--- src/rtl/bdes_defines.svh ---
// Operation
// [RL1] diagnostic status word mirrors debug buses 3..0, top byte to bottom byte
// [RL2] upper-limit word bits 31:16 hold register zone upper bound, reset zero
// [RL3] upper-limit word bits 15:0 hold exchange-memory zone upper bound
// [RL4] lower-limit word bits 31:16 hold register zone lower bound
// [RL5] lower-limit word bits 15:0 hold exchange-memory zone lower bound
// [RL6] error bit 17 set on second event interrupt while first unacknowledged
// [RL7] error bit 16 set when receive data buffer pointer is null
// [RL8] error bit 15 set on null transmit buffer pointer in advert or payload
// [RL9] error bit 14 set when receive descriptor pointer is null
// [RL10] error bit 13 set on null transmit descriptor in advert/scan/init events; code sets it only with adv_event
// [RL11] error bit 12 set when control-structure format code is invalid
// [RL12] error bit 11 set when channel map count differs from good count
// [RL13] zone flags hit inside inclusive bounds; writes to status words ignored
`ifndef BDES_DEFINES_SVH
`define BDES_DEFINES_SVH

// register byte addresses
`define BDES_ADDR_DBG_MIRROR 32'h4000_0054
`define BDES_ADDR_ZONE_UPPER 32'h4000_0058
`define BDES_ADDR_ZONE_LOWER 32'h4000_005c
`define BDES_ADDR_ERR_FLAGS 32'h4000_0060
`define BDES_ADDR_ERR_CLEAR 32'h4000_0064
`define BDES_ADDR_ZONE_STAT 32'h4000_0068

// reset values
`define BDES_RST_LIMITS 32'h0000_0000
`define BDES_RST_WORD 32'h0000_0000

// limit word fields
`define BDES_REGZONE_MSB 31
`define BDES_REGZONE_LSB 16
`define BDES_MEMZONE_MSB 15
`define BDES_MEMZONE_LSB 0

// error word: flags occupy bits 17 down to 11
`define BDES_ERR_MSB 17
`define BDES_ERR_LSB 11
`define BDES_ERR_N 7
`define BDES_BIT_EVT_OVERLAP 6
`define BDES_BIT_RX_BUF 5
`define BDES_BIT_TX_BUF 4
`define BDES_BIT_RX_DESC 3
`define BDES_BIT_TX_DESC 2
`define BDES_BIT_CTRL_FMT 1
`define BDES_BIT_CHAN_MAP 0

// zone status word
`define BDES_ZSTAT_REG_BIT 1
`define BDES_ZSTAT_MEM_BIT 0

// channel map and format widths
`define BDES_CHMAP_W 37
`define BDES_CHCNT_W 6
`define BDES_FMT_W 5
// one bit per legal control-structure format code
`define BDES_FMT_VALID_MASK 32'h0000_ffff

`endif

--- src/rtl/bdes_pkg.sv ---
`include "bdes_defines.svh"

package bdes_pkg;

   typedef logic [`BDES_ERR_N-1:0] bdes_err_t;

   typedef struct packed {
      logic [31:0] zone_upper;
      logic [31:0] zone_lower;
      logic [31:0] rdata;
      bdes_err_t clr;
   } bdes_top_s;

   typedef struct packed {
      bdes_err_t flags;
      logic irq_pending;
   } bdes_err_s;

   typedef struct packed {
      logic hit;
   } bdes_zone_s;

endpackage : bdes_pkg

--- src/rtl/bdes_err_if.sv ---
`include "bdes_defines.svh"

interface bdes_err_if;
   import bdes_pkg::*;

   // event interrupt bookkeeping
   logic evt_irq;
   logic evt_ack;
   // pointer checks, each strobe qualifies its value
   logic rx_buf_chk;
   logic [15:0] rx_buf_ptr;
   logic tx_buf_chk;
   logic [15:0] tx_buf_ptr;
   logic adv_event;
   logic [7:0] tx_pkt_len;
   logic rx_desc_chk;
   logic [15:0] rx_desc_ptr;
   logic tx_desc_chk;
   logic [15:0] tx_desc_ptr;
   logic fmt_chk;
   logic [`BDES_FMT_W-1:0] fmt_code;
   logic hop_start;
   logic [`BDES_CHMAP_W-1:0] chan_map;
   logic [`BDES_CHCNT_W-1:0] good_count;
   // software clear and resulting flags
   bdes_err_t clr;
   bdes_err_t flags;

   modport src (
      output evt_irq, evt_ack, rx_buf_chk, rx_buf_ptr, tx_buf_chk,
      output tx_buf_ptr, adv_event, tx_pkt_len, rx_desc_chk, rx_desc_ptr,
      output tx_desc_chk, tx_desc_ptr, fmt_chk, fmt_code, hop_start,
      output chan_map, good_count, clr,
      input flags
   );

   modport mon (
      input evt_irq, evt_ack, rx_buf_chk, rx_buf_ptr, tx_buf_chk,
      input tx_buf_ptr, adv_event, tx_pkt_len, rx_desc_chk, rx_desc_ptr,
      input tx_desc_chk, tx_desc_ptr, fmt_chk, fmt_code, hop_start,
      input chan_map, good_count, clr,
      output flags
   );

endinterface : bdes_err_if

--- src/rtl/bdes_zone_cmp.sv ---
module bdes_zone_cmp
   import bdes_pkg::*;
(
   // clock and reset
   input wire logic ref_clk,
   input wire logic rst_n,
   // access under watch
   input wire logic acc_valid,
   input wire logic [15:0] acc_addr,
   // zone bounds
   input wire logic [15:0] lower,
   input wire logic [15:0] upper,
   // result
   output logic hit
);

   bdes_zone_s s;
   bdes_zone_s next_s;

   always_comb begin
      next_s = s;
      // inclusive on both ends; lower above upper gives an empty zone
      next_s.hit = acc_valid && (acc_addr >= lower) && (acc_addr <= upper); // RL13
   end

   always_ff @(posedge ref_clk or negedge rst_n) begin
      if (!rst_n) begin
         s <= '0;
      end else begin
         s <= next_s;
      end
   end

   assign hit = s.hit;

endmodule : bdes_zone_cmp

--- src/rtl/bdes_err_flags.sv ---
`include "bdes_defines.svh"

module bdes_err_flags
   import bdes_pkg::*;
(
   // clock and reset
   input wire logic ref_clk,
   input wire logic rst_n,
   // checks in, flags out
   bdes_err_if.mon chk
);

   bdes_err_s s;
   bdes_err_s next_s;
   bdes_err_t set;

   function automatic logic [`BDES_CHCNT_W-1:0] count_ones(
      input logic [`BDES_CHMAP_W-1:0] map);
      logic [`BDES_CHCNT_W-1:0] n;
      n = '0;
      for (int i = 0; i < `BDES_CHMAP_W; i++) begin
         n = n + {{(`BDES_CHCNT_W-1){1'b0}}, map[i]};
      end
      return n;
   endfunction

   function automatic logic fmt_legal(input logic [`BDES_FMT_W-1:0] code);
      logic [31:0] mask;
      mask = `BDES_FMT_VALID_MASK;
      return mask[code];
   endfunction

   always_comb begin
      set = '0;
      // an ack in the same cycle as the new request frees the slot in time
      set[`BDES_BIT_EVT_OVERLAP] = chk.evt_irq && s.irq_pending &&
                                   !chk.evt_ack; // RL6
      set[`BDES_BIT_RX_BUF] = chk.rx_buf_chk && (chk.rx_buf_ptr == '0); // RL7
      set[`BDES_BIT_TX_BUF] = chk.tx_buf_chk && (chk.tx_buf_ptr == '0) &&
                              (chk.adv_event || chk.tx_pkt_len != '0); // RL8
      set[`BDES_BIT_RX_DESC] = chk.rx_desc_chk &&
                               (chk.rx_desc_ptr == '0); // RL9
      set[`BDES_BIT_TX_DESC] = chk.tx_desc_chk && chk.adv_event &&
                               (chk.tx_desc_ptr == '0); // RL10
      set[`BDES_BIT_CTRL_FMT] = chk.fmt_chk &&
                                !fmt_legal(chk.fmt_code); // RL11
      set[`BDES_BIT_CHAN_MAP] = chk.hop_start &&
         (count_ones(chk.chan_map) != chk.good_count); // RL12
      next_s = s;
      // a new error in the clearing cycle survives the clear
      next_s.flags = (s.flags & ~chk.clr) | set;
      next_s.irq_pending = chk.evt_irq || (s.irq_pending && !chk.evt_ack);
   end

   always_ff @(posedge ref_clk or negedge rst_n) begin
      if (!rst_n) begin
         s <= '0;
      end else begin
         s <= next_s;
      end
   end

   assign chk.flags = s.flags;

endmodule : bdes_err_flags

--- src/rtl/bdes_top.sv ---
`include "bdes_defines.svh"

module bdes_top
   import bdes_pkg::*;
(
   // clock and reset
   input wire logic ref_clk,
   input wire logic rst_n,
   // register port
   input wire logic [31:0] addr,
   input wire logic [31:0] wdata,
   input wire logic wr,
   input wire logic rd,
   output logic [31:0] rdata,
   // live debug buses from the link-layer core
   input wire logic [7:0] debug_bus_0,
   input wire logic [7:0] debug_bus_1,
   input wire logic [7:0] debug_bus_2,
   input wire logic [7:0] debug_bus_3,
   // accesses watched by the zone flags
   input wire logic reg_acc_valid,
   input wire logic [15:0] reg_acc_addr,
   input wire logic mem_acc_valid,
   input wire logic [15:0] mem_acc_addr,
   // event interrupt and its acknowledge
   input wire logic evt_irq,
   input wire logic evt_ack,
   // pointer checks
   input wire logic rx_buf_chk,
   input wire logic [15:0] rx_buf_ptr,
   input wire logic tx_buf_chk,
   input wire logic [15:0] tx_buf_ptr,
   input wire logic adv_event,
   input wire logic [7:0] tx_pkt_len,
   input wire logic rx_desc_chk,
   input wire logic [15:0] rx_desc_ptr,
   input wire logic tx_desc_chk,
   input wire logic [15:0] tx_desc_ptr,
   // control-structure format check
   input wire logic fmt_chk,
   input wire logic [`BDES_FMT_W-1:0] fmt_code,
   // channel map check at the start of hopping
   input wire logic hop_start,
   input wire logic [`BDES_CHMAP_W-1:0] chan_map,
   input wire logic [`BDES_CHCNT_W-1:0] good_count,
   // zone flags
   output logic regzone_hit,
   output logic memzone_hit
);

   bdes_top_s s;
   bdes_top_s next_s;
   bdes_err_if eif ();
   logic [31:0] dbg_word;
   logic [31:0] err_word;
   logic [31:0] zstat_word;
   logic [15:0] regzone_upper;
   logic [15:0] memzone_upper;
   logic [15:0] regzone_lower;
   logic [15:0] memzone_lower;
   logic [7:0] dbg_byte0_view;
   logic [7:0] dbg_byte1_view;
   logic [7:0] dbg_byte2_view;
   logic [7:0] dbg_byte3_view;
   logic regzone_hit_q;
   logic memzone_hit_q;

   function automatic logic [31:0] read_mux(
      input logic [31:0] a,
      input logic [31:0] dbg,
      input logic [31:0] upper,
      input logic [31:0] lower,
      input logic [31:0] err,
      input logic [31:0] zstat);
      logic [31:0] d;
      d = '0;
      case (a)
         `BDES_ADDR_DBG_MIRROR: begin
            d = dbg;
         end
         `BDES_ADDR_ZONE_UPPER: begin
            d = upper;
         end
         `BDES_ADDR_ZONE_LOWER: begin
            d = lower;
         end
         `BDES_ADDR_ERR_FLAGS: begin
            d = err;
         end
         `BDES_ADDR_ZONE_STAT: begin
            d = zstat;
         end
         // the clear word is a command and unmapped words read zero
         default: begin
            d = '0;
         end
      endcase
      return d;
   endfunction

   // debug bytes are taken as they stand, no snapshot: debug use only
   assign dbg_byte0_view = debug_bus_0;
   assign dbg_byte1_view = debug_bus_1;
   assign dbg_byte2_view = debug_bus_2;
   assign dbg_byte3_view = debug_bus_3;
   assign dbg_word = {dbg_byte3_view, dbg_byte2_view,
                      dbg_byte1_view, dbg_byte0_view}; // RL1

   assign regzone_upper =
      s.zone_upper[`BDES_REGZONE_MSB:`BDES_REGZONE_LSB]; // RL2
   assign memzone_upper =
      s.zone_upper[`BDES_MEMZONE_MSB:`BDES_MEMZONE_LSB]; // RL3
   assign regzone_lower =
      s.zone_lower[`BDES_REGZONE_MSB:`BDES_REGZONE_LSB]; // RL4
   assign memzone_lower =
      s.zone_lower[`BDES_MEMZONE_MSB:`BDES_MEMZONE_LSB]; // RL5

   always_comb begin
      err_word = '0;
      err_word[`BDES_ERR_MSB:`BDES_ERR_LSB] = eif.flags;
      zstat_word = '0;
      zstat_word[`BDES_ZSTAT_REG_BIT] = regzone_hit_q;
      zstat_word[`BDES_ZSTAT_MEM_BIT] = memzone_hit_q;
   end

   always_comb begin
      next_s = s;
      next_s.clr = '0;
      // read data stand for exactly the cycle after the strobe
      next_s.rdata = '0;
      if (rd) begin
         next_s.rdata = read_mux(addr, dbg_word, s.zone_upper,
                                 s.zone_lower, err_word, zstat_word);
      end
      // mirror, flags and zone status are read-only: writes drop silently
      if (wr) begin
         case (addr)
            `BDES_ADDR_ZONE_UPPER: begin
               next_s.zone_upper = wdata; // RL2 RL3
            end
            `BDES_ADDR_ZONE_LOWER: begin
               next_s.zone_lower = wdata; // RL4 RL5
            end
            `BDES_ADDR_ERR_CLEAR: begin
               next_s.clr = wdata[`BDES_ERR_MSB:`BDES_ERR_LSB];
            end
            default: begin
               next_s.clr = '0; // RL13
            end
         endcase
      end
   end

   always_ff @(posedge ref_clk or negedge rst_n) begin
      if (!rst_n) begin
         s.zone_upper <= `BDES_RST_LIMITS; // RL2
         s.zone_lower <= `BDES_RST_LIMITS;
         s.rdata <= `BDES_RST_WORD;
         s.clr <= '0;
      end else begin
         s <= next_s;
      end
   end

   // checks come from logic on this clock, so no synchroniser
   assign eif.evt_irq = evt_irq;
   assign eif.evt_ack = evt_ack;
   assign eif.rx_buf_chk = rx_buf_chk;
   assign eif.rx_buf_ptr = rx_buf_ptr;
   assign eif.tx_buf_chk = tx_buf_chk;
   assign eif.tx_buf_ptr = tx_buf_ptr;
   assign eif.adv_event = adv_event;
   assign eif.tx_pkt_len = tx_pkt_len;
   assign eif.rx_desc_chk = rx_desc_chk;
   assign eif.rx_desc_ptr = rx_desc_ptr;
   assign eif.tx_desc_chk = tx_desc_chk;
   assign eif.tx_desc_ptr = tx_desc_ptr;
   assign eif.fmt_chk = fmt_chk;
   assign eif.fmt_code = fmt_code;
   assign eif.hop_start = hop_start;
   assign eif.chan_map = chan_map;
   assign eif.good_count = good_count;
   // clear pulse is registered, so it lands one cycle after the write
   assign eif.clr = s.clr;

   bdes_err_flags u_err (
      .ref_clk (ref_clk),
      .rst_n (rst_n),
      .chk (eif.mon)
   );

   bdes_zone_cmp u_regzone (
      .ref_clk (ref_clk),
      .rst_n (rst_n),
      .acc_valid (reg_acc_valid),
      .acc_addr (reg_acc_addr),
      .lower (regzone_lower),
      .upper (regzone_upper),
      .hit (regzone_hit_q)
   );

   bdes_zone_cmp u_memzone (
      .ref_clk (ref_clk),
      .rst_n (rst_n),
      .acc_valid (mem_acc_valid),
      .acc_addr (mem_acc_addr),
      .lower (memzone_lower),
      .upper (memzone_upper),
      .hit (memzone_hit_q)
   );

   assign rdata = s.rdata;
   assign regzone_hit = regzone_hit_q;
   assign memzone_hit = memzone_hit_q;

endmodule : bdes_top

--- config.mk ---
export PLATFORM = sky130hd
export DESIGN_NAME = bdes_top
export DESIGN_NICKNAME = d
export VERILOG_FILES = /design/src/rtl/bdes_pkg.sv /design/src/rtl/bdes_err_if.sv /design/src/rtl/bdes_zone_cmp.sv /design/src/rtl/bdes_err_flags.sv /design/src/rtl/bdes_top.sv
export VERILOG_INCLUDE_DIRS = /design/src /design/src/rtl
export SDC_FILE = /design/constraint.sdc
export NUM_CORES = 1
export LEC_CHECK = 0
export BUFFER_PORTS_ARGS = -buffer_cell sky130_fd_sc_hd__buf_4
export CAP_MARGIN = 20
export CORE_UTILIZATION = 50
export DETAILED_ROUTE_END_ITERATION = 6
export PLACE_DENSITY_LB_ADDON = 0.3
export SYNTH_ARGS = -nofsm -noshare
export SYNTH_HDL_FRONTEND = slang
export SYNTH_SLANG_ARGS = --single-unit
--- constraint.sdc ---
create_clock -name ref_clk -period 2.8 [get_ports ref_clk]
set_clock_uncertainty 0.15 [all_clocks]
set_input_delay 0.14 -clock ref_clk [delete_from_list [all_inputs] [get_ports ref_clk]]
set_output_delay 0.14 -clock ref_clk [all_outputs]
set_load 0.1 [all_outputs]
After elaboration in Yosys (flattened, before gate mapping)
Memories as Yosys holds them, arrays and structs flattened.
Index checks and enable logic that the tools add are counted.

operators by class
  $add $sub $neg = 36
  magnitude comparators = 5
  eq/ne operators = 7
  multiplexer cells = 5
  bitwise operators = 3
  reduce and logical (&&, ||, !) cells = 26

operator list
  operator                                                count
  adder 6 x 1 -> 6 bit                                    35
  equality test 32 x 31 -> 1 bit (second input constant)  6
  case mux 32 bit (5 select lines)                        1
  logical NOT 16 bit                                      4
  >= comparator 16 bit                                    2
  <= comparator 16 bit                                    2
  2-to-1 mux 32 bit                                       1
  logical AND 1 bit                                       15
  2-to-1 mux 7 bit                                        2
  nonzero test 8 bit                                      1
  AND 7 bit                                               1
  NOT 7 bit                                               1
  OR 7 bit                                                1
  < comparator 5 x 6 -> 1 bit (second input constant)     1
  inequality test 6 bit                                   1
  AND reduction 2 bit                                     2
  adder 1 x 1 -> 2 bit                                    1
  logical NOT 1 bit                                       2
  logical OR 1 bit                                        2
  2-to-1 mux 1 bit                                        1

storage, ports and cells
  register bits after elaboration = 113
  bits in read-only memories = 32
  output and inout port bits = 34
  word-level logic and storage cells = 91
  memories = 1

memories
  name              depth  bits a word  read ports  clocked after memory_dff  write ports  line                  text
  (name not given)  32     1            1           0                         0            bdes_err_flags.sv:30  return mask[code];

Longest topological paths before layout
  depth after elaboration = 39
  mapped depth = 20
  mapped depth without buffers = 20

Cells and area by module
A second synthesis with hierarchy kept.

unflattened totals
  cell total of the unflattened synthesis = 706
  area, all modules = 7772.5 um^2

by module, submodules not included
  module          instances  cells each  area each (um^2)  seq. area each (um^2)
  bdes_top        1          324         4625.7            2577.5
  bdes_zone_cmp   2          110         829.5             25.0
  bdes_err_flags  1          162         1487.7            200.2

Least setup slack after synthesis
Ideal clock, no wire load.

  path type = in2reg
  from = in chan_map[0]
  to = reg u_err.s (netlist bit u_err.chk.flags[0])
  setup time = 0.134 ns
  arrival = 4.763 ns
  data required time = 2.516 ns
  path slack = -2.247 ns
  stages on the path = 19
  buffers on the path = 0
  cells stage by stage = ha_1 -> inv_1 -> fa_1 -> inv_1 -> fa_1 -> fa_1 -> fa_1 -> fa_1 -> inv_1 -> fa_1 -> inv_1 -> ha_1 -> fa_1 -> a21o_1 -> a21oi_1 -> xor2_1 -> nand3b_1 -> o31ai_1 -> a31oi_1

RTL lines
  element               line                  text
  start, declared       bdes_top.sv:44        input wire logic [`BDES_CHMAP_W-1:0] chan_map,
  end signal, assigned  bdes_err_flags.sv:59  s <= next_s;
  end, declared         bdes_err_flags.sv:13  bdes_err_s s;

==> flow_summary.toml <==
[timing]
max_slew.worst_pin.slew_ns = 0.684
finalHoldViolCount = 0
holdWs_ns = 0.0184
worst_slew_margin_relative_to_its_limit = 0.544
layout_worst_path_cycle_share = 1.77
rsz0062_at_grt = "yes"
layout_min_cycle_time_ns = 4.95
fmax_mhz = 202
report.final.setup_viol = 1
final_max_slew_viol_count = 0
layout_setup_ws_ns = -2.15

[yosys]
most_area_hungry_cell_type_in_the_yosys_netlist = "sky130_fd_sc_hd__dfrtp_1"
share_of_the_synthesized_area_in_the_top_cell_type = 0.374
postSynthAreaPerCell_sq_um = 10.3
synth_warnings = 0
cells_after_synthesis = 736
synth_ff_type = "sky130_fd_sc_hd__dfrtp_1"
synthesized_area_sq_mm = 0.00756
synth.ff_latch_count = 113
net_count_of_the_mapped_netlist = 1101
synth.lib_cells_used.distinct = 47
synth_edf_count = 0
synth.area.top_cells = "sky130_fd_sc_hd__dfrtp_1, sky130_fd_sc_hd__ha_1, sky130_fd_sc_hd__fa_1, sky130_fd_sc_hd__inv_1, sky130_fd_sc_hd__mux2_4"
ys_seq_area_frac = 0.374
ys_async_sr_fraction = 1.00

[critical_path]
cp_slowest_cell = "sky130_fd_sc_hd__fa_1"
crit-reg2reg-launch = "regzone_lower[6]"
critical_path_peak_fanout = 2
largest_stage_delay_on_the_critical_path_ns = 0.59
crit_path_end_kind = "flop"
timing.reg2reg.setup_slack_ns = 0.46
critical_path.startpoint_type = "primary input"
timing.rr.end = "u_regzone.hit"
startpoint_to_endpoint_class_of_the_critical_path = "primary input to flop"
worst_path_most_repeated_cell = "sky130_fd_sc_hd__fa_1"
worst_ep_arrival_time_ns = 5.08
cp_top_delay_family = "adder cells"
worstPathRequired_ns = 2.92
reg2regPathDepth = 8
worstPathBufferInverterCount = 5
cp_cell_sequence = "buf_4 -> ha_1 -> inv_1 -> fa_1 -> inv_1 -> fa_1 -> fa_1 -> fa_1 -> fa_1 -> inv_1 -> fa_1 -> inv_1 -> ha_2 -> fa_2 -> a21o_1 -> a21oi_2 -> xor2_2 -> nand3b_1 -> o31ai_1 -> a31oi_1"

[power]
power.density_mw_per_mm2 = 575
power.share.clock = 0.337
intPower_mw = 4.55
vdd_drop_max_mv = 0.680
power.switching_fraction = 0.309
switching_power_mw = 2.04
power_leakage_nw = 5.83
share_comb_of_total_power = 0.414
seq_power_share = 0.249

[grt]
gr-usage-met2 = 0.580
grt_pass1_wl_microns = 38900
use_met3 = 0.0659
grt_usage = 0.323
grt_start_max_net_pins = 52
via_count_of_the_first_global_routing_pass = 7790
grt-busiest-layer = "met2"
grt.overflow.total = 0
antenna_violations_before_repair = 1
grt_use_met1 = 0.375

[final_layout]
final_cell_mix = "sky130_fd_sc_hd__buf_4, sky130_fd_sc_hd__inv_1, sky130_fd_sc_hd__dfrtp_1, sky130_fd_sc_hd__dlygate4sd3_1, sky130_fd_sc_hd__ha_1"
final_cells = 1320
num-fill-cells = 940
areaGrowthSynthToFinish_pct = 51.4
utilization = 0.781
layout-drive-gt1-share = 0.366
mostFrequentLayoutCell = "sky130_fd_sc_hd__buf_4"
finalNetCount = 1487

[clock_tree]
cts_htree_levels = 4
clock_sinks = 113
clock_tree.buffer_depth = 2
cts_root_buffer = "sky130_fd_sc_hd__clkbuf_16"
cts_made_buffers = 17
clk_pin_slew_ns = 0.05
cts_tree = "done"
clkLatencyLatePin_ns = 0.41

[place]
placement.setup.worst_slack_ns = -2.63
port-buffer-count = 292
place.detailed.hpwl_microns = 17200
dp.cells = 1206
finalWeightedCongestion = 0.856

[detailed_routing]
routed_wl_microns = 24100
antenna_left = 0
post-route-drc-count = 26
number_of_optimization_iterations_in_the_first_detailed_route_pass = 7
post_drt_via_cell_ratio = 5.41
routed_wire_length_per_instance_microns = 18.3
routed-via-count = 7135
detailedRoute.firstIterationViolations = 390

[hold_path]
hold_depth = 4
hold_removal_path_class = "primary input to flop"
whs_endpoint = "u_regzone.hit"
min-delay-start = "reg_acc_addr[15]"

[run]
number_of_violations_of_the_max_capacitance_limit = 0

[die]
ios = 297
placementRows = 44
height_of_the_chip_microns = 125
fp.dieArea_sq_mm = 0.0156
start_util = 0.516
floorplan.core_area_sq_mm = 0.0146
die_x_microns = 125

[run_status]
status = "finished, violations left"
violations = "DRC, setup timing"
==> worst max path at each step <==
stage,from,endpoint,slack [ns],depth (start not counted)
floorplan,chan_map[0],u_err.chk.flags[0],-2.22,19
global route,chan_map[0],u_err.chk.flags[0],-2.39,20
detailed placement,chan_map[0],u_err.chk.flags[0],-2.63,20
global placement,chan_map[0],u_err.chk.flags[0],-2.46,20
CTS,chan_map[0],u_err.chk.flags[0],-2.13,20
finish,chan_map[0],u_err.chk.flags[0],-2.15,20
==> per-stage QoR <==
| step | power (mW) | area (sq um) | setup TNS [ns] |
|---|---|---|---|
| floorplan | 3.38 | 7560 | -2.22 |
| global placement | 4.08 | 10000 | -2.46 |
| detailed placement | 4.24 | 10000 | -2.63 |
| CTS | 6.57 | 11400 | -2.13 |
| global route | 7.02 | 11400 | -2.39 |
| finish | 6.58 | 11400 | -2.15 |
==> area by class of cell <==
class / instances / area, sq um / area share
flip-flops and latches: 113 / 2830 / 0.247
repair buffers: 392 / 3160 / 0.276
clock buffers: 21 / 470 / 0.0411
well taps: 184 / 230 / 0.0201
inverters: 120 / 450 / 0.0394
diodes: 1 / 2.50 / 0.000219
clock inverters: 11 / 135 / 0.0118
multi-input cells: 478 / 4170 / 0.364
==> repair_timing <==
action | 4_1_cts | 5_1_grt
pin swaps | 0 | 7
hold buffers | 81 | 0
setup endpoints to repair | 1 | 1
setup buffers | 0 | 0
resized for setup | 2 | 1
hold endpoints to repair | 156 | 0
==> state kept, by name, summed over array words and instances, names as in the netlist <==
signal,flops
regzone_upper,16
memzone_lower,16
rdata,32
u_regzone.hit,1
memzone_upper,16
regzone_lower,16
eif.clr,7
u_err.s,1
u_memzone.hit,1
u_err.chk.flags,7
==> cell families after synthesis <==
family,after synthesis,synth area share
buf+inv,145,0.0781
mux,65,0.112
fa+ha+maj,102,0.198
compound gates,132,0.114
flops,113,0.374
xor+xnor,8,0.00927
simple gates,171,0.116
==> routing by layer <==
metal / vias up / wire, microns
met5: - / 0
met4: 0 / 721
met3: 53 / 1290
met2: 287 / 12600
met1: 3476 / 9550
li1: 3319 / -
==> worst register-to-register path, stage by stage (launching register included) <==
cell	delay, ns
sky130_fd_sc_hd__dfrtp_1	0.39
sky130_fd_sc_hd__inv_1	0.07
sky130_fd_sc_hd__ha_1	0.29
sky130_fd_sc_hd__a211oi_1	0.25
sky130_fd_sc_hd__nor2_1	0.09
sky130_fd_sc_hd__a2111oi_0	0.48
sky130_fd_sc_hd__a211oi_1	0.17
sky130_fd_sc_hd__a211oi_1	0.26
sky130_fd_sc_hd__a21oi_1	0.07
==> cell usage after synthesis, types with 10 or more instances <==
library cell	number
sky130_fd_sc_hd__inv_1	120
sky130_fd_sc_hd__dfrtp_1	113
sky130_fd_sc_hd__ha_1	73
sky130_fd_sc_hd__o21ai_0	44
sky130_fd_sc_hd__nor2_1	43
sky130_fd_sc_hd__nand2_1	39
sky130_fd_sc_hd__mux2_2	35
sky130_fd_sc_hd__mux2_4	30
sky130_fd_sc_hd__fa_1	29
sky130_fd_sc_hd__a22oi_1	24
sky130_fd_sc_hd__nand3_1	18
sky130_fd_sc_hd__nor4_1	18
sky130_fd_sc_hd__a21oi_1	17
sky130_fd_sc_hd__a21o_1	14
sky130_fd_sc_hd__buf_2	13
sky130_fd_sc_hd__nand4_1	11
sky130_fd_sc_hd__and2_1	10
==> power by group through the flow <==
stage | Sequential [mW] | Combinational, mW | Clock [mW]
CTS | 1.64 | 2.70 | 2.23
detailed placement | 1.67 | 2.57 | 0
finish | 1.64 | 2.73 | 2.22
global placement | 1.67 | 2.41 | 0
global route | 1.64 | 3.08 | 2.30
floorplan | 1.68 | 1.70 | 0
Note: power is estimated with default switching activity, not from simulation.
